<file path="src/pkg/uft_pkg.sv">
// Constants, field layout and carrier types of the frame transmitter.
// Assumes an APB register bus with 32-bit data and a 12-bit byte address.
package uft_pkg;
   localparam int ADDR_W = 12;
   localparam int DATA_W = 32;
   localparam int BAUD_W = 12;
   localparam int CHAR_W = 9;
   localparam int CNT_W = 4;

   localparam logic [ADDR_W-1:0] ADDR_DATA = 12'h000;
   localparam logic [ADDR_W-1:0] ADDR_CSA = 12'h004;
   localparam logic [ADDR_W-1:0] ADDR_CSB = 12'h008;
   localparam logic [ADDR_W-1:0] ADDR_CSC = 12'h00c;
   localparam logic [ADDR_W-1:0] ADDR_BAUD = 12'h010;

   localparam int CSA_BUSY = 0;
   localparam int CSA_DBL = 1;
   localparam int CSA_EMPTY = 5;
   localparam int CSA_TXC = 6;
   localparam int CSB_NINTH = 0;
   localparam int CSB_TX_ENABLE_BIT = 3;
   localparam int CSC_SIZE_LO = 0;
   localparam int CSC_PAR_LO = 3;
   localparam int CSC_STOP = 5;
   localparam int CSC_SYNC = 6;
   localparam int CSC_POL = 7;
   localparam int CSC_SLAVE = 8;
   localparam int PAR_EN_BIT = 1;
   localparam int PAR_ODD_BIT = 0;

   localparam logic [2:0] SIZE_5 = 3'h0;
   localparam logic [2:0] SIZE_6 = 3'h1;
   localparam logic [2:0] SIZE_7 = 3'h2;
   localparam logic [2:0] SIZE_8 = 3'h3;
   localparam logic [2:0] SIZE_9 = 3'h7;
   localparam logic [1:0] PAR_RST = 2'h0;
   localparam logic [BAUD_W-1:0] BAUD_RST = 12'h000;
   localparam logic [CNT_W-1:0] PRESC_NORMAL = 4'hf;
   localparam logic [CNT_W-1:0] PRESC_DOUBLE = 4'h7;
   localparam logic [CNT_W-1:0] CNT_ONE = 4'h1;

   typedef struct packed {
      logic stop2;
      logic [1:0] parity;
      logic [2:0] size;
   } uft_fmt_s;

   typedef struct packed {
      logic sync;
      logic slave;
      logic pol;
      logic dbl;
   } uft_clk_cfg_s;

   // Data bits per character; reserved codes fall back to eight
   function automatic logic [CNT_W-1:0] uft_char_bits(input logic [2:0] size);
      logic [CNT_W-1:0] n;
      n = 4'h8;
      if (size == SIZE_5) n = 4'h5;
      else if (size == SIZE_6) n = 4'h6;
      else if (size == SIZE_7) n = 4'h7;
      else if (size == SIZE_9) n = 4'h9;
      return n;
   endfunction

   // Keeps only the bits that belong to the character
   function automatic logic [CHAR_W-1:0] uft_char_mask(input logic [2:0] size);
      logic [CHAR_W-1:0] m;
      int i;
      m = '0;
      for (i = 0; i < CHAR_W; i++)
      begin
         m[i] = (i < int'(uft_char_bits(size)));
      end
      return m;
   endfunction
endpackage

</file>
<file path="src/verilog/uft_baud_gen.sv">
// Bit-rate tick generator: divisor down-counter, async prescaler,
// master clock output and slave clock edge detect.
// Assumes the slave clock input is already synchronised to clk.
`timescale 1ns/1ps
`default_nettype none
module uft_baud_gen
   import uft_pkg::*;
(
   input wire logic clk,
   input wire logic nrst,
   input wire logic [uft_pkg::BAUD_W-1:0] divisor,
   input wire logic reload,
   input wire uft_pkg::uft_clk_cfg_s cfg,
   input wire logic xck_sync,
   output logic tick,
   output logic xck_out
);
   logic [BAUD_W-1:0] cnt_reg;
   logic [CNT_W-1:0] presc_reg;
   logic [CNT_W-1:0] limit;
   logic xck_prev_reg;
   logic bg_pulse;
   logic master;

   assign bg_pulse = (cnt_reg == BAUD_RST);
   assign limit = cfg.dbl ? PRESC_DOUBLE : PRESC_NORMAL;
   assign master = cfg.sync & ~cfg.slave;

   // Divisor reloads at zero or when software writes it
   always_ff @(posedge clk or negedge nrst)
   begin
      if (!nrst)
         cnt_reg <= BAUD_RST;
      else if (reload || bg_pulse)
         cnt_reg <= divisor;
      else
         cnt_reg <= cnt_reg - 1'b1;
   end

   always_ff @(posedge clk or negedge nrst)
   begin
      if (!nrst)
         presc_reg <= '0;
      else if (reload)
         presc_reg <= '0;
      else if (bg_pulse)
         presc_reg <= (presc_reg >= limit) ? '0 : presc_reg + 1'b1;
   end

   // Master clock toggles per divisor pulse, idles at polarity level
   always_ff @(posedge clk or negedge nrst)
   begin
      if (!nrst)
         xck_out <= 1'b0;
      else if (!master)
         xck_out <= cfg.pol;
      else if (bg_pulse)
         xck_out <= ~xck_out;
   end

   always_ff @(posedge clk or negedge nrst)
   begin
      if (!nrst)
         xck_prev_reg <= 1'b0;
      else
         xck_prev_reg <= xck_sync;
   end

   // Tick on the data-change edge in sync modes
   always_ff @(posedge clk or negedge nrst)
   begin
      if (!nrst)
         tick <= 1'b0;
      else if (cfg.sync && cfg.slave)
         tick <= (xck_sync != xck_prev_reg) && (xck_sync == ~cfg.pol);
      else if (master)
         tick <= bg_pulse && (xck_out == cfg.pol);
      else
         tick <= bg_pulse && (presc_reg >= limit);
   end
endmodule
`default_nettype wire

</file>
<file path="src/verilog/uft_sync2.sv">
// Two-flop synchroniser for a level from outside the clock domain.
// Assumes the input may change at any time relative to clk.
`timescale 1ns/1ps
`default_nettype none
module uft_sync2 (
   input wire logic clk,
   input wire logic nrst,
   input wire logic d,
   output logic q
);
   logic meta_reg;

   always_ff @(posedge clk or negedge nrst)
   begin
      if (!nrst)
      begin
         meta_reg <= 1'b0;
         q <= 1'b0;
      end
      else
      begin
         meta_reg <= d;
         q <= meta_reg;
      end
   end
endmodule
`default_nettype wire

</file>
<file path="src/verilog/uft_tx_top.sv">
// Serial frame transmitter with APB registers, one transmit buffer
// and a frame shift register.
// Assumes an APB3 master on clk; link pins are outside the clock domain.
//
// Chosen here: the register addresses and the APB slave port.
`timescale 1ns/1ps
`default_nettype none
module uft_tx_top
   import uft_pkg::*;
(
   input wire logic clk,
   input wire logic nrst,
   input wire logic psel,
   input wire logic penable,
   input wire logic pwrite,
   input wire logic [uft_pkg::ADDR_W-1:0] paddr,
   input wire logic [uft_pkg::DATA_W-1:0] pwdata,
   output logic [uft_pkg::DATA_W-1:0] prdata,
   output logic pready,
   output logic pslverr,
   output logic serial_out_pin_o,
   output logic serial_out_pin_oe,
   input wire logic transfer_clock_pin_i,
   output logic transfer_clock_pin_o,
   output logic transfer_clock_pin_oe
);
   typedef enum logic [2:0] {
      ST_IDLE,
      ST_ARMED,
      ST_START,
      ST_DATA,
      ST_PARITY,
      ST_STOP1,
      ST_STOP2
   } uft_state_e;

   uft_state_e state_reg;
   uft_fmt_s fmt_reg;
   uft_clk_cfg_s clk_cfg_reg;
   logic [BAUD_W-1:0] baud_divisor_reg;
   logic tx_enable_bit_reg;
   logic ninth_tx_bit_reg;
   logic tx_complete_flag_reg;
   logic buf_full_reg;
   logic [CHAR_W-1:0] buf_reg;
   logic [CHAR_W-1:0] shift_reg;
   logic par_reg;
   logic [CNT_W-1:0] bit_cnt_reg;
   logic own_reg;
   logic xck_oe_reg;
   logic xck_sync;
   logic tick;
   logic xck_gen;
   logic wr_en;
   logic wr_data;
   logic wr_csa;
   logic wr_csb;
   logic wr_csc;
   logic wr_baud;
   logic frame_last;
   logic frame_end;
   logic load_now;
   logic txc_set;
   logic [CNT_W-1:0] nbits;
   logic par_en;

   // APB access phase completes at the edge where pready is high
   assign wr_en = psel && penable && pready && pwrite;
   assign wr_data = wr_en && (paddr == ADDR_DATA);
   assign wr_csa = wr_en && (paddr == ADDR_CSA);
   assign wr_csb = wr_en && (paddr == ADDR_CSB);
   assign wr_csc = wr_en && (paddr == ADDR_CSC);
   assign wr_baud = wr_en && (paddr == ADDR_BAUD);

   assign nbits = uft_char_bits(fmt_reg.size);
   assign par_en = fmt_reg.parity[PAR_EN_BIT];
   assign frame_last = (state_reg == ST_STOP2)
      || ((state_reg == ST_STOP1) && !fmt_reg.stop2);
   assign frame_end = tick && frame_last;
   assign load_now = buf_full_reg && own_reg
      && ((state_reg == ST_IDLE) || frame_end);
   assign txc_set = frame_end && !load_now;

   uft_sync2 u_xck_sync (
      .clk(clk),
      .nrst(nrst),
      .d(transfer_clock_pin_i),
      .q(xck_sync)
   );

   uft_baud_gen u_baud (
      .clk(clk),
      .nrst(nrst),
      .divisor(baud_divisor_reg),
      .reload(wr_baud),
      .cfg(clk_cfg_reg),
      .xck_sync(xck_sync),
      .tick(tick),
      .xck_out(xck_gen)
   );

   // No wait state: ready in the first access cycle
   always_ff @(posedge clk or negedge nrst)
   begin
      if (!nrst)
         pready <= 1'b0;
      else
         pready <= psel && !penable;
   end

   // Read data and error are captured in the setup cycle
   always_ff @(posedge clk or negedge nrst)
   begin
      if (!nrst)
      begin
         prdata <= '0;
         pslverr <= 1'b0;
      end
      else if (psel && !penable)
      begin
         prdata <= '0;
         pslverr <= 1'b0;
         if (paddr == ADDR_DATA)
            prdata <= '0;
         else if (paddr == ADDR_CSA)
         begin
            prdata[CSA_BUSY] <= (state_reg != ST_IDLE);
            prdata[CSA_DBL] <= clk_cfg_reg.dbl;
            prdata[CSA_EMPTY] <= !buf_full_reg;
            prdata[CSA_TXC] <= tx_complete_flag_reg;
         end
         else if (paddr == ADDR_CSB)
         begin
            prdata[CSB_NINTH] <= ninth_tx_bit_reg;
            prdata[CSB_TX_ENABLE_BIT] <= tx_enable_bit_reg;
         end
         else if (paddr == ADDR_CSC)
         begin
            prdata[CSC_SIZE_LO +: 3] <= fmt_reg.size;
            prdata[CSC_PAR_LO +: 2] <= fmt_reg.parity;
            prdata[CSC_STOP] <= fmt_reg.stop2;
            prdata[CSC_SYNC] <= clk_cfg_reg.sync;
            prdata[CSC_POL] <= clk_cfg_reg.pol;
            prdata[CSC_SLAVE] <= clk_cfg_reg.slave;
         end
         else if (paddr == ADDR_BAUD)
            prdata[BAUD_W-1:0] <= baud_divisor_reg;
         else
            pslverr <= 1'b1;
      end
      else
         pslverr <= 1'b0;
   end

   // Frame format and clock mode fields
   always_ff @(posedge clk or negedge nrst)
   begin
      if (!nrst)
      begin
         fmt_reg.size <= SIZE_8;
         fmt_reg.parity <= PAR_RST;
         fmt_reg.stop2 <= 1'b0;
         clk_cfg_reg.sync <= 1'b0;
         clk_cfg_reg.pol <= 1'b0;
         clk_cfg_reg.slave <= 1'b0;
      end
      else if (wr_csc)
      begin
         fmt_reg.size <= pwdata[CSC_SIZE_LO +: 3];
         fmt_reg.parity <= pwdata[CSC_PAR_LO +: 2];
         fmt_reg.stop2 <= pwdata[CSC_STOP];
         clk_cfg_reg.sync <= pwdata[CSC_SYNC];
         clk_cfg_reg.pol <= pwdata[CSC_POL];
         clk_cfg_reg.slave <= pwdata[CSC_SLAVE];
      end
   end

   always_ff @(posedge clk or negedge nrst)
   begin
      if (!nrst)
         clk_cfg_reg.dbl <= 1'b0;
      else if (wr_csa)
         clk_cfg_reg.dbl <= pwdata[CSA_DBL];
   end

   always_ff @(posedge clk or negedge nrst)
   begin
      if (!nrst)
      begin
         tx_enable_bit_reg <= 1'b0;
         ninth_tx_bit_reg <= 1'b0;
      end
      else if (wr_csb)
      begin
         tx_enable_bit_reg <= pwdata[CSB_TX_ENABLE_BIT];
         ninth_tx_bit_reg <= pwdata[CSB_NINTH];
      end
   end

   always_ff @(posedge clk or negedge nrst)
   begin
      if (!nrst)
         baud_divisor_reg <= BAUD_RST;
      else if (wr_baud)
         baud_divisor_reg <= pwdata[BAUD_W-1:0];
   end

   // Transmit complete: set wins over a write-one clear
   always_ff @(posedge clk or negedge nrst)
   begin
      if (!nrst)
         tx_complete_flag_reg <= 1'b0;
      else if (txc_set)
         tx_complete_flag_reg <= 1'b1;
      else if (wr_csa && pwdata[CSA_TXC])
         tx_complete_flag_reg <= 1'b0;
   end

   // Transmit buffer: a write fills it, a move to the shifter empties it
   always_ff @(posedge clk or negedge nrst)
   begin
      if (!nrst)
      begin
         buf_full_reg <= 1'b0;
         buf_reg <= '0;
      end
      else if (wr_data)
      begin
         buf_full_reg <= 1'b1;
         buf_reg <= {ninth_tx_bit_reg, pwdata[7:0]}
            & uft_char_mask(fmt_reg.size);
      end
      else if (load_now)
         buf_full_reg <= 1'b0;
   end

   // Pin ownership lasts until shifter and buffer are drained
   always_ff @(posedge clk or negedge nrst)
   begin
      if (!nrst)
         own_reg <= 1'b0;
      else if (tx_enable_bit_reg)
         own_reg <= 1'b1;
      else if ((state_reg == ST_IDLE) && !buf_full_reg)
         own_reg <= 1'b0;
   end

   always_ff @(posedge clk or negedge nrst)
   begin
      if (!nrst)
         serial_out_pin_oe <= 1'b0;
      else
         serial_out_pin_oe <= own_reg;
   end

   // Master drives the transfer clock; slave listens on it
   always_ff @(posedge clk or negedge nrst)
   begin
      if (!nrst)
      begin
         xck_oe_reg <= 1'b0;
         transfer_clock_pin_o <= 1'b0;
      end
      else
      begin
         xck_oe_reg <= clk_cfg_reg.sync && !clk_cfg_reg.slave && own_reg;
         transfer_clock_pin_o <= xck_gen;
      end
   end

   assign transfer_clock_pin_oe = xck_oe_reg;

   // Frame sequencer; every bit lasts one rate tick
   always_ff @(posedge clk or negedge nrst)
   begin
      if (!nrst)
      begin
         state_reg <= ST_IDLE;
         shift_reg <= '0;
         par_reg <= 1'b0;
         bit_cnt_reg <= '0;
         serial_out_pin_o <= 1'b1;
      end
      else
      begin
         case (state_reg)
            ST_IDLE:
            begin
               serial_out_pin_o <= 1'b1;
               if (load_now)
               begin
                  shift_reg <= buf_reg;
                  par_reg <= (^buf_reg) ^ fmt_reg.parity[PAR_ODD_BIT];
                  state_reg <= ST_ARMED;
               end
            end
            ST_ARMED:
               if (tick)
               begin
                  serial_out_pin_o <= 1'b0;
                  state_reg <= ST_START;
               end
            ST_START:
               if (tick)
               begin
                  serial_out_pin_o <= shift_reg[0];
                  shift_reg <= {1'b0, shift_reg[CHAR_W-1:1]};
                  bit_cnt_reg <= CNT_ONE;
                  state_reg <= ST_DATA;
               end
            ST_DATA:
               if (tick)
               begin
                  if (bit_cnt_reg >= nbits)
                  begin
                     if (par_en)
                     begin
                        serial_out_pin_o <= par_reg;
                        state_reg <= ST_PARITY;
                     end
                     else
                     begin
                        serial_out_pin_o <= 1'b1;
                        state_reg <= ST_STOP1;
                     end
                  end
                  else
                  begin
                     serial_out_pin_o <= shift_reg[0];
                     shift_reg <= {1'b0, shift_reg[CHAR_W-1:1]};
                     bit_cnt_reg <= bit_cnt_reg + 1'b1;
                  end
               end
            ST_PARITY:
               if (tick)
               begin
                  serial_out_pin_o <= 1'b1;
                  state_reg <= ST_STOP1;
               end
            ST_STOP1:
               // A far receiver judges framing on this bit alone
               if (tick && fmt_reg.stop2)
                  state_reg <= ST_STOP2;
            ST_STOP2:
               state_reg <= state_reg;
            default:
               state_reg <= ST_IDLE;
         endcase
         if (frame_end)
         begin
            if (load_now)
            begin
               shift_reg <= buf_reg;
               par_reg <= (^buf_reg) ^ fmt_reg.parity[PAR_ODD_BIT];
               serial_out_pin_o <= 1'b0;
               state_reg <= ST_START;
            end
            else
            begin
               serial_out_pin_o <= 1'b1;
               state_reg <= ST_IDLE;
            end
         end
      end
   end
endmodule
`default_nettype wire
</file>
<file path="config.mk">
export PLATFORM = sky130hd
export DESIGN_NAME = uft_tx_top
export DESIGN_NICKNAME = d
export VERILOG_FILES = /design/src/pkg/uft_pkg.sv /design/src/verilog/uft_baud_gen.sv /design/src/verilog/uft_sync2.sv /design/src/verilog/uft_tx_top.sv
export SDC_FILE = /design/constraint.sdc
export NUM_CORES = 1
export LEC_CHECK = 0
export BUFFER_PORTS_ARGS = -buffer_cell sky130_fd_sc_hd__buf_2
export CAP_MARGIN = 30
export CORE_MARGIN = 2
export CORE_UTILIZATION = 30
export DETAILED_ROUTE_END_ITERATION = 12
export GPL_ROUTABILITY_DRIVEN = 0
export SLEW_MARGIN = 20
export SYNTH_ARGS = -nofsm -noshare
export SYNTH_HDL_FRONTEND = slang
export SYNTH_SLANG_ARGS = --single-unit
</file>
<file path="constraint.sdc">
create_clock -name clk -period 4.1 [get_ports clk]
set_input_delay 0.615 -clock clk [delete_from_list [all_inputs] [get_ports clk]]
set_output_delay 0.615 -clock clk [all_outputs]
set_load 0.05 [all_outputs]
</file>
# After elaboration in Yosys (flattened, before gate mapping)
# Cells that the tools add are included.
# word_totals
latch_bits,0
reg_bits,92
ram_bits,0
mem_bits_ro,0
elab_cells,199
n_memories,0
# op_classes
add_sub_neg,3
mul,0
shift,0
n_eq_ne,28
n_reduce_logical,46
n_bitwise,6
div_mod_pow,0
mux,73
order_cmp,11
# ops
op,count
2-to-1 mux 9 bit,7
2-to-1 mux 4 bit,11
2-to-1 mux 12 bit,3
2-to-1 mux 1 bit,32
2-to-1 mux 3 bit,10
case mux 9 bit (3 select lines),1
"equality test 12 x 4 -> 1 bit, second input constant",2
logical NOT 12 bit,2
logical AND 1 bit,23
case mux 3 bit (7 select lines),1
"< comparator 3 x 4 -> 1 bit, first input constant",4
"inequality test 3 x 2 -> 1 bit, second input constant",5
"equality test 12 x 3 -> 1 bit, second input constant",1
"equality test 12 x 5 -> 1 bit, second input constant",1
"equality test 3 bit, second input constant",4
"subtractor 12 x 1 -> 12 bit, second input constant",1
nonzero test 2 bit,5
AND 9 bit,1
"equality test 3 x 2 -> 1 bit, second input constant",3
XOR reduction 9 bit,1
"adder 4 x 1 -> 4 bit, second input constant",2
greater-or-equal comparator 4 bit,2
"< comparator 1 x 4 -> 1 bit, first input constant",2
"< comparator 2 x 4 -> 1 bit, first input constant",2
23 further kinds,41

# Logic depth before layout (Yosys ltp)
# Gate-level depths: netlist of run 1.
# depth
ltp_word,11
depth_mapped,10

# By module
# A second synthesis of run 1 with hierarchy kept.
# unflattened
hier_cells,478
area_unflattened_um2,5009.8
# modules_own_cells
mod,area_each_um2,cells_each,seq_area_each_um2,n_inst
uft_tx_top,3898.7,366,1780.5,1
uft_baud_gen,1061.0,110,475.5,1
uft_sync2,50.0,2,50.0,1

# Least setup slack after synthesis of run 1
# No wires, ideal clock.
# synth_path
kind,input -> register
from,input port paddr[9] in the netlist's numbering
to,register buf_reg[4]
setup_slack_ns,1.465
arrival_ns,2.510
path_buffers,2
required_time_ns,3.975
stages,6
path_cell_list,or4_4 -> or3_4 -> or4_4 -> buf_6 -> buf_8 -> mux2_4
# synth_between
elab_chain_len,2
# synth_lines
element,line,rtl
"start, declared",uft_tx_top.sv:16,"input wire logic [uft_pkg::ADDR_W-1:0] paddr,"
logical NOT 12 bit,uft_tx_top.sv:69,assign wr_data = wr_en && (paddr == ADDR_DATA);
logical AND 1 bit,uft_tx_top.sv:69,
"end signal, assigned",uft_tx_top.sv:230,"buf_reg <= {ninth_tx_bit_reg, pwdata[7:0]}"
"end, declared",uft_tx_top.sv:45,logic [CHAR_W-1:0] buf_reg;
# No other way between the ends.
# A chain may end at the register's enable or synchronous reset.

# Worst setup path in the final report of run 1
# layout_path
from,register u_baud.cnt_reg[0]
to,register u_baud.presc_reg[2]
# layout_between
elab_chain_len,2
# layout_lines
element,line,rtl
"start, declared",uft_baud_gen.sv:18,logic [BAUD_W-1:0] cnt_reg;
"start signal, assigned",uft_baud_gen.sv:35,cnt_reg <= divisor;
"start signal, assigned",uft_baud_gen.sv:37,cnt_reg <= cnt_reg - 1'b1;
logical NOT 12 bit,uft_baud_gen.sv:25,assign bg_pulse = (cnt_reg == BAUD_RST);
nonzero test 2 bit (no source line),-,
"end signal, assigned",uft_baud_gen.sv:47,presc_reg <= (presc_reg >= limit) ? '0 : presc_reg + 1'b1;
"end, declared",uft_baud_gen.sv:19,logic [CNT_W-1:0] presc_reg;
# No other way between the ends.

==> results of run 1 <==
-- report_power, final --
part,total [W],internal (W),switching [W],leakage [nW]
clock network,0.000925,0.000585,0.000340,0.162
registers,0.00111,0.00101,0.0000993,1.22
logic,0.000358,0.000144,0.000214,1.12
-- worst max-delay path: cells and delay by family (launching register included) --
| kind | cells | cell delay [ns] |
|---|---|---|
| buf+inv | 1 | 0.07 |
| simple gates | 3 | 1.88 |
| flops | 1 | 0.41 |
| fa+ha+maj | 1 | 0.22 |
| compound gates | 1 | 0.15 |
-- synth_stat cells, types with 3 or more instances --
| library cell | number | area share |
|---|---|---|
| or3_1 | 10 | 0.013 |
| o31ai_1 | 3 | 0.0046 |
| a22oi_1 | 10 | 0.015 |
| o21ai_0 | 44 | 0.045 |
| a211oi_1 | 3 | 0.0046 |
| nor3_1 | 12 | 0.012 |
| a21boi_0 | 3 | 0.0046 |
| xnor2_1 | 15 | 0.027 |
| and3b_1 | 3 | 0.0054 |
| dfstp_2 | 3 | 0.016 |
| xor2_1 | 5 | 0.0090 |
| dfrtp_1 | 89 | 0.46 |
| nor4_1 | 5 | 0.0064 |
| nor2b_1 | 5 | 0.0064 |
| nand2b_1 | 7 | 0.0090 |
| a21oi_1 | 17 | 0.017 |
| o211ai_1 | 3 | 0.0046 |
| ha_1 | 8 | 0.021 |
| nand3b_1 | 4 | 0.0062 |
| nand4_1 | 4 | 0.0051 |
| and2_1 | 4 | 0.0051 |
| a32o_1 | 3 | 0.0062 |
| mux2_2 | 30 | 0.069 |
| o311ai_0 | 5 | 0.0090 |
| nand3_1 | 10 | 0.010 |
| inv_1 | 13 | 0.010 |
| nor2_1 | 19 | 0.015 |
| a31oi_1 | 7 | 0.0090 |
| buf_4 | 20 | 0.031 |
| nand2_1 | 55 | 0.042 |
| clkbuf_1 | 20 | 0.015 |
| a21o_1 | 8 | 0.012 |
-- metrics by stage --
stage                     worst slack, ns  utilization
final                                1.30        0.351
after global routing                 1.01        0.351
after CTS                            1.32        0.349
after detailed placement             1.18        0.328
after global placement               1.20        0.328
after floorplan                      1.47            -
-- cells by family (layout without fill, tap and decap cells) --
kind of cell    Yosys count  count (layout)
xor+xnor                 20              20
simple gates            154             154
compound gates          124             124
buf+inv                  57              81
other cells               1              20
fa+ha+maj                 8               8
flops                    92              92
mux                      32              32
-- how the worst max path moves through the flow --
stage                                            from  cells past startpoint                         endpoint  slack [ns]
final                     u_baud.cnt_reg[0]$_DFF_PN0_                      6  u_baud.presc_reg[2]$_DFFE_PN0N_        1.30
after CTS                 u_baud.cnt_reg[0]$_DFF_PN0_                      6  u_baud.presc_reg[2]$_DFFE_PN0N_        1.32
after floorplan                              paddr[9]                      6           buf_reg[4]$_DFFE_PN0P_        1.47
after global placement                       paddr[9]                      5       clk_cfg_reg[1]$_DFFE_PN0P_        1.20
after detailed placement                     paddr[9]                      5       clk_cfg_reg[2]$_DFFE_PN0P_        1.18
after global routing      u_baud.cnt_reg[0]$_DFF_PN0_                      6  u_baud.presc_reg[2]$_DFFE_PN0N_        1.01
-- layer usage --
metal | part of all wire | vias up | global-route usage
met5 | 0 | - | 0
met4 | 0.011 | 0 | 0.0417
met3 | 0.049 | 10 | 0.0347
met2 | 0.47 | 99 | 0.217
met1 | 0.47 | 1868 | 0.189
li1 | - | 1802 | -
-- area by class of cell --
| cell class | instances | area, um^2 |
|---|---|---|
| Fill cell | 1621 | 10300 |
| Multi-Input combinational cell | 358 | 2320 |
| Sequential cell | 92 | 2310 |
| Timing Repair Buffer | 52 | 295 |
| Clock buffer | 13 | 270 |
| Tap cell | 216 | 270 |
| Clock inverter | 3 | 67.6 |
| Inverter | 13 | 48.8 |
==> results.md, run 1 <==
* CP max-delay cell: or4b_2
* Die Footprint at roughly 0.017 mm^2
* Starting Density at 0.306
* Resize count post-CTS at 0
* Synth Register Bits at roughly 90
* Outcome: finished, final reports clean
* Largest net degree at the start of global routing at 73
* Critical Path Start Type: flop
* XOR/XNOR share of the synthesized area at 0.0360
* Max-cap violations at 0
* Mapped Cells at just under 500
* Tcrit/Tclk final at 0.684
* Total congestion overflow at 0
* Core ar. at approximately 0.016 mm^2
* R2r endpoint: u_baud.presc_reg[2]$_DFFE_PN0N_
* Synth cell types at 62
* Worst vdd ir at ~0.19 mV
* Slew @ Worst Pin at about 0.94 ns
* Final setup skew at 0.00660 ns
* Layout cell share with drive strength beyond 1 at 0.215
* Setup TNS at 0 ns
* Total track usage at 0.139
* Reg2reg setup slack at around 1.3 ns
* Clock Path Buffers at 2
* Most common library cell in the layout ignoring fill and taps: dfrtp_1
* Synth warn at 0
* Setup Buffers After CTS at 0
* Final setup fails at 0
* Compound-Gate Fraction of Synth Area at 0.165
* Max-slew violation count at 0
* Fmax at between 300 and 400 MHz
* TritonRoute pass-1 iters at 6
* CTS tree: done
* Final Hold Viols at 0
* Critical path data required time at about 4.4 ns
* Root buf cell: clkbuf_16
* P&R area growth vs syn at 14.7%
* Commonest non-fill, non-tap cells in the layout: dfrtp_1 (89), nand2_1 (55), buf_2 (46)
* Synthesized-area fraction occupied by and/or/nand/nor cells at 0.165
* Main synth FF type: dfrtp_1
* R2R cell count at 6
* Critical path endpoint category: flop
* Critical path type: reg2reg
* Critical path fanouts, max at 12
* Hold-fix buffers, CTS at 0
* Synth async-reset ratio at 1.00
* P_leak at about 2.5 nW
* Post-route insts no fill at between 700 and 800
* Row count at 46
* Clock sink total at 92
* CP arrival at about 3.1 ns
* Post-synthesis adder-cell area fraction at 0.0206
* RR Startpoint: u_baud.cnt_reg[0]$_DFF_PN0_
* Main combinational cell family by area after synthesis: compound AO/OA/AOI/OAI gates
* Reg clk slew, reported paths at 0.07 ns
* Clk_lat worst skew at 0.34 ns
* First-pass GRT wire length at 19300 um
* Final ANT Viol Nets at 0
* Syn_area_per_cell at roughly 10 um^2
* Critical Path Max Stage Delay at a little under 0.8 ns
* Post-synthesis mux area share at 0.0746
* Starting DRT DRC Count at roughly 250
* Hold Slack at between 0.1 and 0.15 ns
* Tot Pwr at between 0.002 and 0.0025 W
* Fin area at ~0.0056 mm^2
* WL per Instance at roughly 16 um
* DRC Markers at 0
* # IOs at approximately 90
* Chip Height at around 130 um
* PD cells at 428 mW/mm^2
* Final net count at slightly below 600
* Vias in the first global route at between 3000 and 4000
* Die W at between 100 and 150 um
* Final HPWL DP at between 8000 and 9000 um
* DR vias at approximately 3800
* Htree depth at 3
* Initial antenna violation count at 0
* Crit-path cells: inv_1 -> ha_1 -> nor4b_1 -> nand4b_1 -> or4b_2 -> a21oi_1
* # diodes at 0
* Final min period at 2.80 ns
* Worst hold path type: in2async
* Post-synth EDFFs at 0
* Placed cells at 729
* TritonCTS buffer count at 9
* Relative max-transition margin at 0.372
* Synth Cell Area at 0.00487 mm^2
* Register area share after synthesis at 0.474
* Vias per inst at 5.06
* I/O Buffers at 47
* Placed cell areas at between 0.005 and 0.006 mm^2
* RSZ-0062 raised after global routing: false
* Detailed Route WL at 11800 um
No activity file was read; power rests on OpenSTA's default activity.
==> inputs of run 2 (changes only) <==
Clock period 4.1 ns to 2.61 ns, I/O delays scaled along.
==> run 2 against run 1 <==
Net effect:
- setup slack worse by 1.1 ns
- final cell count is 2.8% higher
- highest routed layer unchanged
- sequential share of layout area is 0.85 points lower
- first-iteration DRC count is 16% lower
- via count is 1.5% higher
- maximum frequency is 14% higher
- total power is 52% higher
- largest cell class unchanged
- utilization is 0.74 points higher
- hold slack better by 0.018 ns
- clock power is 43% higher
- clock-buffer cell count is 1 lower
==> results.md, run 2 (synthesized netlist as in run 1, its figures left out) <==
* PD cells at 638 mW/mm^2 (+49%)
* Reg clk slew, reported paths at 0.07 ns (about the same)
* Critical path fanouts, max at 8 (-4)
* Reg2reg setup slack at 0.15 ns (-1.15 ns)
* Vias per inst at 5.00 (-1.2%)
* Total track usage at 0.139 (+0.000440)
* P_leak at 2.59 nW (+3.8%)
* Vias in the first global route at 3727 (-0.53%)
* Setup TNS at 0 ns (unchanged)
* Row count at 46 (unchanged)
* Detailed Route WL at 11900 um (+1.3%)
* P&R area growth vs syn at 17.1%
* Outcome: finished, final reports clean
* CTS tree: done
* Final net count at 605 (+3.6%)
* Core ar. at 0.0159 mm^2 (unchanged)
* Clock Path Buffers at 2 (unchanged)
* Critical path type: reg2reg
* Final setup skew at 0.00797 ns (+0.00137 ns)
* Fmax at 406 MHz (+14%)
* I/O Buffers at 47 (unchanged)
* Critical Path Start Type: flop
* Die W at 131 um (unchanged)
* DRC Markers at 0 (unchanged)
* Final min period at 2.46 ns (-0.341 ns)
* Total congestion overflow at 0 (unchanged)
* Placed cells at 750 (+2.9%)
* Max-slew violation count at 0 (unchanged)
* TritonCTS buffer count at 9 (unchanged)
* Worst hold path type: in2reg
* Final setup fails at 0 (unchanged)
* Final HPWL DP at 8840 um (+5.2%)
* RR Startpoint: fmt_reg[0]$_DFFE_PN1P_
* Htree depth at 3 (unchanged)
* Post-route insts no fill at 768 (+2.8%)
* Hold path start: transfer_clock_pin_i
* Tcrit/Tclk final at 0.943 (+0.260)
* Worst Setup SP: fmt_reg[0]$_DFFE_PN1P_
* R2R cell count at 8 (+2)
* Layout cell share with drive strength beyond 1 at 0.241 (+0.0263)
* DR vias at 3837 (+1.5%)
* Max-cap violations at 0 (unchanged)
* Die Footprint at 0.0173 mm^2 (unchanged)
* Clk_lat worst skew at 0.35 ns (about the same)
* Bufs and invs on worst path at 0 (-1)
* First-pass GRT wire length at 19300 um (about the same)
* Initial antenna violation count at 0 (unchanged)
* Post-Route Utilization at 0.359 (+0.00740)
* WL per Instance at 15.6 um (-1.4%)
* Critical Path Max Stage Delay at 0.61 ns (-0.17 ns)
* Hold depth at 1
* Clock sink total at 92 (unchanged)
* Resize count post-CTS at 0 (unchanged)
* Fill cells at 1608 (-0.80%)
* Largest net degree at the start of global routing at 72 (-1.4%)
* Fin area at 0.00570 mm^2 (+2.1%)
* Final ANT Viol Nets at 0 (unchanged)
* Worst setup margin at 0.148 ns (-1.15 ns)
* # diodes at 0 (unchanged)
* Starting DRT DRC Count at 210 (-16%)
* Chip Height at 131 um (unchanged)
* R2r endpoint: shift_reg[0]$_DFF_PN0_
* Final Hold Viols at 0 (unchanged)
* Most common library cell in the layout ignoring fill and taps: dfrtp_1
* Placed cell areas at 0.00537 mm^2 (+3.0%)
* Crit-path cells: nand3_1 -> o21ai_0 -> ha_1 -> nand2b_1 -> a21o_1 -> a211o_1 -> and3_1 -> a221o_1
* Root buf cell: clkbuf_16
* Commonest non-fill, non-tap cells in the layout: dfrtp_1 (89), nand2_1 (55), buf_2 (46)
* Worst vdd ir at 0.313 mV (+69%)
* Critical path data required time at 2.84 ns (-1.52 ns)
* Hold-fix buffers, CTS at 0 (unchanged)
* Setup Buffers After CTS at 0 (unchanged)
* Critical path endpoint category: flop
* Starting Density at 0.306 (unchanged)
* CP arrival at 2.69 ns (-0.38 ns)
* Placement Setup Slack at 0.158 ns (-1.02 ns)
* Hold Path End: u_xck_sync.meta_reg$_DFF_PN0_
* CP max-delay cell: dfstp_2
* # IOs at 88 (unchanged)
* Top delay family on crit path: compound AO/OA/AOI/OAI gates
* TritonRoute pass-1 iters at 5 (-1)
* RSZ-0062 raised after global routing: false
==> run 2: layout make-up <==
class | count | area (um^2) | area share
timing repair buffer | 73 | 455 | 0.0799
clock buffer | 12 | 246 | 0.0433
clock inverter | 4 | 48.8 | 0.00856
sequential | 92 | 2310 | 0.405
multi-input combinational | 358 | 2320 | 0.408
tap | 216 | 270 | 0.0474
inverter | 13 | 48.8 | 0.00856
==> run 2: worst register-to-register path: stages (launching register included) <==
cell and delay [ns]:
dfstp_2 0.61, nand3_1 0.08, o21ai_0 0.13, ha_1 0.29, nand2b_1 0.14, a21o_1 0.21
a211o_1 0.41, and3_1 0.21, a221o_1 0.26
==> run 2: per-stage QoR <==
stage / power [W] / hold WS [ns]
global route: 0.00382 / 0.136
detailed placement: 0.00233 / 0.338
global placement: 0.00230 / 0.337
CTS: 0.00367 / 0.138
floorplan: 0.00217 / 0.0959
finish: 0.00364 / 0.149
==> run 2: routing by layer <==
| layer | GRT usage | wire length, um |
|---|---|---|
| met4 | 0.0417 | 129 |
| met3 | 0.0374 | 646 |
| met5 | 0 | 0 |
| met2 | 0.219 | 5600 |
| met1 | 0.187 | 5570 |
==> run 2: worst max-delay path by stage <==
stage | end | slack (ns) | depth (start not counted)
3_3_place_gp | buf_reg[4]$_DFFE_PN0P_ | 0.16 | 5
5_1_grt | shift_reg[0]$_DFF_PN0_ | 0.03 | 8
2_1_floorplan | buf_reg[4]$_DFFE_PN0P_ | 0.20 | 6
6_report | shift_reg[0]$_DFF_PN0_ | 0.15 | 8
4_1_cts | shift_reg[0]$_DFF_PN0_ | 0.14 | 8
3_5_place_dp | buf_reg[4]$_DFFE_PN0P_ | 0.16 | 5
==> run 2: power by group <==
group / switching [W] / internal [W]
clock network: 0.000549 / 0.000767
registers: 0.000149 / 0.00158
logic: 0.000351 / 0.000238
total: 0.00105 / 0.00259
